--- config.mk ---
export PLATFORM = sky130hd
export DESIGN_NAME = acdc_top
export DESIGN_NICKNAME = d
export VERILOG_FILES = /design/src/acdc_pkg.sv /design/src/acdc_div_if.sv /design/src/acdc_top.sv /design/src/acdc_div.sv
export SDC_FILE = /design/constraint.sdc
export NUM_CORES = 1
export LEC_CHECK = 0
export ABC_CLOCK_PERIOD_IN_PS = 6600
export BUFFER_PORTS_ARGS = -buffer_cell sky130_fd_sc_hd__buf_2
export CORE_ASPECT_RATIO = 1.4
export CORE_MARGIN = 2
export CORE_UTILIZATION = 35
export CTS_CLUSTER_DIAMETER = 100
export CTS_CLUSTER_SIZE = 10
export DETAILED_ROUTE_END_ITERATION = 6
export SYNTH_ARGS = -nofsm -noshare
export SYNTH_HDL_FRONTEND = slang
export SYNTH_HIERARCHICAL = 1
export SYNTH_SLANG_ARGS = --single-unit
--- constraint.sdc ---
create_clock -name clk -period 6.6 [get_ports clk]
set_input_delay 0.33 -clock clk [delete_from_list [all_inputs] [get_ports clk]]
set_output_delay 0.33 -clock clk [all_outputs]
set_load 0.01 [all_outputs]
--- src/acdc_pkg.sv ---
// ----------------------------------------------------------------------
// Clock divider chain constants
// ----------------------------------------------------------------------
package acdc_pkg;

  // Register offsets on the byte-wide register port
  localparam logic [7:0] OFF_SRC_DIV = 8'h0d; // Source and input divider
  localparam logic [7:0] OFF_MOD_OSR = 8'h0e; // Modulator div and OSR

  // Reset values of the two registers
  localparam logic [7:0] RST_SRC_DIV = 8'h08;
  localparam logic [7:0] RST_MOD_OSR = 8'h86;

  // Writable bits; reserved bits are dropped and read back as zero
  localparam logic [7:0] MASK_SRC_DIV = 8'h8e;
  localparam logic [7:0] MASK_MOD_OSR = 8'hef;

  // Field positions and widths
  localparam int SRC_BIT = 7;  // Clock source select bit
  localparam int IDIV_LSB = 1; // Input divider field
  localparam int MDIV_LSB = 5; // Modulator divider field
  localparam int OSR_LSB = 0;  // Oversampling field
  localparam int DIV_W = 3;
  localparam int OSR_W = 4;

  // Counter widths: largest ratio is 4096
  localparam int CNT_W = 12;
  localparam int RATIO_W = 13;
  localparam logic [RATIO_W-1:0] RATIO_MIN = 13'h0002;

  // Oversampling ratio per code, code 0 first
  localparam logic [RATIO_W-1:0] OSR_TABLE [16] = '{
    13'h1000, 13'h0800, 13'h0400, 13'h0320,
    13'h0300, 13'h0200, 13'h0190, 13'h0180,
    13'h0100, 13'h00c8, 13'h00c0, 13'h0080,
    13'h0060, 13'h0040, 13'h0030, 13'h0020
  };

endpackage

--- src/acdc_div_if.sv ---
`timescale 1ns/10ps
`default_nettype none
// ----------------------------------------------------------------------
// Link between the chain controller and one divider stage
// ----------------------------------------------------------------------
interface acdc_div_if;
  logic                              en;      // One input tick
  logic                              restart; // Clear the stage
  logic [acdc_pkg::RATIO_W-1:0]      ratio;   // Division ratio
  logic                              tick;    // One output tick
  logic                              lvl;     // Square output level

  modport div (input en, input restart, input ratio,
               output tick, output lvl);
  modport ctl (output en, output restart, output ratio,
               input tick, input lvl);
endinterface
`default_nettype wire

--- src/acdc_top.sv ---
// Strobed register access was chosen for this implementation.
`timescale 1ns/10ps
`default_nettype none
// ----------------------------------------------------------------------
// Clock divider chain: source select, input, modulator, data rate
// ----------------------------------------------------------------------
module acdc_top (
  input  wire logic       clk,
  input  wire logic       resetn,
  input  wire logic [7:0] reg_addr,
  input  wire logic [7:0] reg_wdata,
  input  wire logic       reg_wr,
  input  wire logic       reg_rd,
  output logic      [7:0] reg_rdata,
  input  wire logic       crystal_or_external_clock_pin,
  input  wire logic       sclk_pin_in,
  input  wire logic       sync_master_mode,
  output logic            sclk_pin_out,
  output logic            sclk_pin_oe,
  output logic            internal_clock_tick,
  output logic            modulator_clock_tick,
  output logic            data_rate_tick
);

  // ----------------------------------------------------------------------
  // State
  // ----------------------------------------------------------------------
  typedef struct packed {
    logic [7:0] src_div;   // Source select and input divider
    logic [7:0] mod_osr;   // Modulator divider and oversampling
    logic [7:0] rdata;     // Read data, valid one cycle after strobe
    logic       xtal_prev; // Crystal pin, previous sample
    logic       sclk_prev; // Serial clock pin, previous sample
  } acdc_st_t;

  localparam acdc_st_t ST_RESET = '{
    src_div:   acdc_pkg::RST_SRC_DIV,
    mod_osr:   acdc_pkg::RST_MOD_OSR,
    rdata:     8'h00,
    xtal_prev: 1'b0,
    sclk_prev: 1'b0
  };

  acdc_st_t st_reg;  // Registered state
  acdc_st_t st_next; // Next state

  // Decoded fields
  logic                            src_sel;  // 1 = serial clock pin
  logic [acdc_pkg::DIV_W-1:0]      idiv;     // Input divider code
  logic [acdc_pkg::DIV_W-1:0]      mdiv;     // Modulator divider code
  logic [acdc_pkg::OSR_W-1:0]      osr;      // Oversampling code
  logic                            src_tick; // Rising edge of source
  logic                            wr_src;   // Write to first register
  logic                            wr_mod;   // Write to second register
  logic                            rst_int;  // Restart internal stage
  logic                            rst_mod;  // Restart modulator stage
  logic                            rst_rate; // Restart data rate stage

  // Divider stage links
  acdc_div_if int_if ();
  acdc_div_if mod_if ();
  acdc_div_if rate_if ();

  assign src_sel = st_reg.src_div[acdc_pkg::SRC_BIT];
  assign idiv = st_reg.src_div[acdc_pkg::IDIV_LSB +: acdc_pkg::DIV_W];
  assign mdiv = st_reg.mod_osr[acdc_pkg::MDIV_LSB +: acdc_pkg::DIV_W];
  assign osr = st_reg.mod_osr[acdc_pkg::OSR_LSB +: acdc_pkg::OSR_W];

  // ----------------------------------------------------------------------
  // Source selection
  // ----------------------------------------------------------------------
  // Pins are sampled levels; a rising edge is one source tick. The
  // source must stay below half of clk for no edge to be missed.
  always_comb begin
    if (src_sel) begin
      src_tick = sclk_pin_in & ~st_reg.sclk_prev;
    end else begin
      src_tick = crystal_or_external_clock_pin & ~st_reg.xtal_prev;
    end
  end

  // ----------------------------------------------------------------------
  // Register access and restart decisions
  // ----------------------------------------------------------------------
  assign wr_src = reg_wr && (reg_addr == acdc_pkg::OFF_SRC_DIV);
  assign wr_mod = reg_wr && (reg_addr == acdc_pkg::OFF_MOD_OSR);

  // Any change upstream restarts every stage below it
  assign rst_int = wr_src &&
    ((reg_wdata & acdc_pkg::MASK_SRC_DIV) != st_reg.src_div);
  assign rst_mod = rst_int || (wr_mod &&
    (reg_wdata[acdc_pkg::MDIV_LSB +: acdc_pkg::DIV_W] != mdiv));
  assign rst_rate = rst_mod || (wr_mod &&
    (reg_wdata[acdc_pkg::OSR_LSB +: acdc_pkg::OSR_W] != osr));

  // Next state of registers, read path and pin history
  always_comb begin
    st_next = st_reg;
    st_next.xtal_prev = crystal_or_external_clock_pin;
    st_next.sclk_prev = sclk_pin_in;
    // Reserved bits are not stored, so a careless host cannot
    // steer anything through them
    if (wr_src) begin
      st_next.src_div = reg_wdata & acdc_pkg::MASK_SRC_DIV;
    end
    if (wr_mod) begin
      st_next.mod_osr = reg_wdata & acdc_pkg::MASK_MOD_OSR;
    end
    // Read data stands only in the cycle after the strobe
    st_next.rdata = 8'h00;
    if (reg_rd) begin
      case (reg_addr)
        acdc_pkg::OFF_SRC_DIV: begin
          st_next.rdata = st_reg.src_div;
        end
        acdc_pkg::OFF_MOD_OSR: begin
          st_next.rdata = st_reg.mod_osr;
        end
        default: begin
          st_next.rdata = 8'h00; // Unmapped reads return zero
        end
      endcase
    end
  end

  // State register, synchronous reset to documented values
  always_ff @(posedge clk) begin
    if (!resetn) begin
      st_reg <= ST_RESET;
    end else begin
      st_reg <= st_next;
    end
  end

  // ----------------------------------------------------------------------
  // Divider chain
  // ----------------------------------------------------------------------
  // Input and modulator ratios are twice the code; reserved code 000 is clamped in the stage
  assign int_if.en = src_tick;
  assign int_if.restart = rst_int;
  assign int_if.ratio = {9'h000, idiv, 1'b0};

  assign mod_if.en = int_if.tick;
  assign mod_if.restart = rst_mod;
  assign mod_if.ratio = {9'h000, mdiv, 1'b0};

  assign rate_if.en = mod_if.tick;
  assign rate_if.restart = rst_rate;
  assign rate_if.ratio = acdc_pkg::OSR_TABLE[osr];

  acdc_div u_int_div (
    .clk    (clk),
    .resetn (resetn),
    .dv     (int_if)
  );

  acdc_div u_mod_div (
    .clk    (clk),
    .resetn (resetn),
    .dv     (mod_if)
  );

  acdc_div u_rate_div (
    .clk    (clk),
    .resetn (resetn),
    .dv     (rate_if)
  );

  // ----------------------------------------------------------------------
  // Outputs
  // ----------------------------------------------------------------------
  assign reg_rdata = st_reg.rdata;
  assign internal_clock_tick = int_if.tick;
  assign modulator_clock_tick = mod_if.tick;
  assign data_rate_tick = rate_if.tick;
  // Master mode drives the internal clock out as serial clock
  assign sclk_pin_out = sync_master_mode & int_if.lvl;
  assign sclk_pin_oe = sync_master_mode;
endmodule // acdc_top
`default_nettype wire

--- src/acdc_div.sv ---
`timescale 1ns/10ps
`default_nettype none
// ----------------------------------------------------------------------
// One divider stage: counts input ticks, emits a tick per ratio
// ----------------------------------------------------------------------
module acdc_div (
  input  wire logic clk,
  input  wire logic resetn,
  acdc_div_if.div   dv
);

  // Stage state
  typedef struct packed {
    logic [acdc_pkg::CNT_W-1:0] cnt; // Input ticks seen this period
    logic                       tick; // Output tick
    logic                       lvl;  // High during first half period
  } acdc_div_st_t;

  localparam acdc_div_st_t ST_RESET = '{cnt: '0, tick: 1'b0, lvl: 1'b1};

  acdc_div_st_t                 st_reg;    // Registered state
  acdc_div_st_t                 st_next;   // Next state
  logic [acdc_pkg::RATIO_W-1:0] ratio_eff; // Ratio, never below two
  logic                         wrap;      // Last tick of a period

  // Reserved code 000 gives ratio 0; clamp so the stage never stalls
  assign ratio_eff = (dv.ratio < acdc_pkg::RATIO_MIN) ?
                     acdc_pkg::RATIO_MIN : dv.ratio;
  assign wrap = ({1'b0, st_reg.cnt} == (ratio_eff - 13'h0001));

  // ----------------------------------------------------------------------
  // Next state
  // ----------------------------------------------------------------------
  always_comb begin
    st_next = st_reg;
    st_next.tick = 1'b0;
    if (dv.restart) begin
      // Setting changed: restart from the top of a period
      st_next.cnt = '0;
    end else if (dv.en) begin
      if (wrap) begin
        st_next.cnt = '0;
        st_next.tick = 1'b1; // Enable pulse, not a derived clock
      end else begin
        st_next.cnt = st_reg.cnt + 12'h001;
      end
    end
    // Even ratios give an exact 50 percent duty output
    st_next.lvl = ({1'b0, st_next.cnt} < (ratio_eff >> 1));
  end

  // State register
  always_ff @(posedge clk) begin
    if (!resetn) begin
      st_reg <= ST_RESET;
    end else begin
      st_reg <= st_next;
    end
  end

  assign dv.tick = st_reg.tick;
  assign dv.lvl = st_reg.lvl;
endmodule // acdc_div
`default_nettype wire

Word-level counts from Yosys, hierarchy flattened:

Memory sizes are Yosys's and may differ from the RTL's.
Cells that the tools add are included.

* register bits after elaboration: 61
* memory bits (read-only): 208
* input port bits: 23
* output and inout bits: 13
* word-level logic and storage cells: 70
* memories: 1

Memory list
* (name not given): words 16, width 13, rd ports 1, clocked after memory_dff 0, wr ports 0, line acdc_top.sv:149 `assign rate_if.ratio = acdc_pkg::OSR_TABLE[osr];`

* add/subtract/negate cells: 6
* order comparisons: 5
* eq/ne operators: 8
* mux-type cells: 15
* bitwise logic cells: 10
* reduce and logical (&&, ||, !) cells: 13

Operators by type and width (number)
* $mux 13: 4
* $mux 12: 4
* $eq 12x13->1: 3
* $sub 13x1->13 const B: 3
* $add 12x1->12 const B: 3
* $eq 8x4->1 const B: 2
* $pmux 8 s2: 1
* $lt 13x2->1 const B: 1
* $lt 12x12->1: 1
* $reduce_or 3->1: 3
* $lt 4x2->1 const B: 2
* $mux 4: 2
* $ne 4x4->1: 2
* $not 1->1: 6
* $ge 5x5->1 const B: 1
* $logic_and 1x1->1: 5
* $not 4->5: 1
* $mux 1: 4
* $reduce_or 2->1: 2
* $and 1x1->1: 3
* $ne 3x3->1: 1
* $logic_or 1x1->1: 2
* $reduce_and 2->1: 1

Longest topological paths before layout:

* word-level depth: 9
* gate-level depth with buffers: 19
* gate-level depth less buffers: 17

Cells and area by module:

Netlist, hierarchy kept.

Modules (own cells, without submodules)
* acdc_div: times used 3, cells each 195, area an instance 1501.4 µm²
* acdc_top: times used 1, cells each 137, area an instance 1166.1 µm²

Worst setup path after synthesis:

No wires, ideal clock.

* path type: register -> register
* start point: reg st_reg, in the netlist osr[0]
* end point: reg u_rate_div/dv.lvl (netlist name)
* library setup time: 0.092 ns
* arrival: 5.232 ns
* required time: 6.508 ns
* setup slack: 1.276 ns
* cell stages (with the launch flop): 23
* clock period less this slack: 5.324 ns
* cells stage by stage: dfxtp_1 inv_1 ha_1 nand2b_1 a21boi_0 nor4_2 nand4_1 and2_1 ha_1 nor3b_1 and3_1 or4_1 a211oi_2 nor4b_4 buf_6 nor3_1 ha_1 a211oi_1 nor2_1 nor3_1 nor3_1 or4b_1 o32ai_1

RTL lines
* start: declaration: line acdc_top.sv:44 `acdc_st_t st_reg;`
* start signal: assignment: line acdc_top.sv:131 `st_reg <= st_next;`

==> results by group <==
CTS
  – Htree depth: 3
  – CTS Buffer Depth: 2
  – CTS Buf Count: 9
  – Clock sink total: 60
  – TritonCTS clock tree: built
  – Worst-path clk slew: 0.05 ns
  – # resized after CTS: 0
  – Cts hold-fix bufs: 0
  – Post-CTS Setup Inserts: 0
  – Worst skew pair latency: 0.33 ns
  – Root buf cell: clkbuf_16

Worst setup path
  – Slowest CP cell: nor4b_4
  – CP Buf/Inv Count: 0
  – Critical path startpoint category: flip-flop
  – Delay-heaviest family, CP: simple AND/OR/NAND/NOR gates
  – Worst EP required: 6.82 ns
  – Crit-path max cell delay: 0.67 ns
  – Worst Setup End Kind: flip-flop
  – Crit path kind: reg -> reg
  – Crit path cell chain: nor4_2 > nand4_1 > and2_1 > ha_1 > nor3b_1 > and3_1 > or4_1 > a211oi_2 > nor4b_4 > nor3_1 > ha_1 > a211oi_1 > nor2_1 > nor3_1 > nor3_1 > or4b_1 > o32ai_1
  – Most frequent CP cell: nor3_1
  – Maximum fanout along the worst path: 14
  – Arr. time, crit path: 5.56 ns

Detailed routing
  – Post-route ant nets: 0
  – Initial DRT Pass Iterations: 4
  – Vias: 4539
  – Starting DRT DRC Count: 194
  – Via density: 4.85
  – Remaining DRCs: 0
  – Mean routed wirelength per cell: 13.2 um
  – Detailed Route WL: 12.3 mm

Pwr
  – Leakage power: 2.29 nW
  – Pwr/cell area: 162 nW/um^2
  – Worst vdd ir: 0.0842 mV

Floorplanning
  – Die area: 15100 um^2
  – Die Y: 144 um
  – Site row count: 51
  – IO Count: 36
  – Width of the chip: 104 um
  – Starting density of the core: 35.6%
  – Core area: 13800 um^2

GRT
  – Number of global-route vias before repair: 4221
  – Initial antenna violation count: 1
  – Largest net degree at the start of global routing: 28
  – Grt total ovfl: 0
  – First-pass GRT wire length: 20.4 mm
  – GR Util All Layers: 17.0%

Finish
  – Finished Cell Area: 5870 um^2
  – Area Growth Syn to Fin: 19.0%
  – Commonest cells after routing, fill and taps aside: conb_1 (109), nor3_1 (69), dfxtp_1 (60)
  – Most common cell after layout, fill and taps aside: conb_1
  – Nets: 790
  – Filler cells: 1486
  – Proportion of layout cells with a drive suffix above 1: 8.68%
  – Final core occ: 42.4%

Job
  – Max-cap violations: 0

Run status
  – Run status: finished clean

STA
  – Final hold slack: 0.222 ns
  – Fin. Hold Viols: 0
  – RSZ-0062 raised after global routing: no
  – FMAX: 0.187 GHz
  – Slew headroom: 49.2%
  – Fin. max-slew vios: 0
  – Setup violators final: 0
  – Final setup TNS: 0 ns
  – Setup Skew: 0.00747 ns
  – Final Critical Period: 5.34 ns
  – Fin crit share: 80.9%
  – Slew at the pin with the worst max-slew slack: 0.758 ns

Placed design
  – DP HPWL: 9.67 mm
  – Cell Area, Placed: 5550 um^2
  – Routability cong.: 0.882
  – Port Buffers: 33

Synth
  – Ys Warns: 6
  – Synth Cell Area: 4930 um^2
  – Post-synthesis area per instance: 7.90 um^2
  – Syn Inst Count: 624

Hold path
  – Hold crit path type: in -> reg
## cell type report
| type | instances | area [um^2] | share of cell area (%) |
|---|---|---|---|
| Antenna cell | 1 | 2.50 | 0.0426 |
| Inverter | 41 | 154 | 2.62 |
| Tap cell | 185 | 231 | 3.94 |
| Clock inverter | 5 | 75.1 | 1.28 |
| Timing Repair Buffer | 35 | 180 | 3.07 |
| Sequential cell | 60 | 1200 | 20.5 |
| Multi-Input combinational cell | 597 | 3780 | 64.5 |
| Clock buffer | 11 | 243 | 4.13 |
## path summary, 6_finish.rpt
| check | startpoint | end | slack [ns] | depth (start not counted) |
|---|---|---|---|---|
| max reg2reg | idiv[2] | u_int_div/dv.lvl | 1.26 | 17 |
| max | idiv[2] | u_int_div/dv.lvl | 1.26 | 17 |
| min | crystal_or_external_clock_pin | st_reg[1] | 0.22 | 2 |
| min reg2reg | u_rate_div/st_reg[10] | u_rate_div/st_reg[10] | 0.56 | 2 |
## metal layers
layer  part of all wire (%)  vias to the layer above  GRT usage [%]
met5                      0                        -              0
met4                    2.0                        0           6.47
met3                    2.6                       18           2.88
met2                     53                       58           32.1
met1                     42                     2070           19.0
li1                       -                     2393              -
## through the flow
stage | instances | setup slack [ns] | power, mW
after CTS | 934 | 1.25 | 0.965
after global placement | 918 | 1.34 | 0.454
final | 935 | 1.26 | 0.953
after floorplan | 732 | 2.14 | 0.434
after detailed placement | 918 | 1.29 | 0.454
after global routing | 934 | 0.827 | 0.997
## power breakdown
part           switching (mW)  internal, mW
registers             0.00272         0.364
clock network           0.164         0.339
logic                  0.0524        0.0305
(Power assumes the default switching activity.)
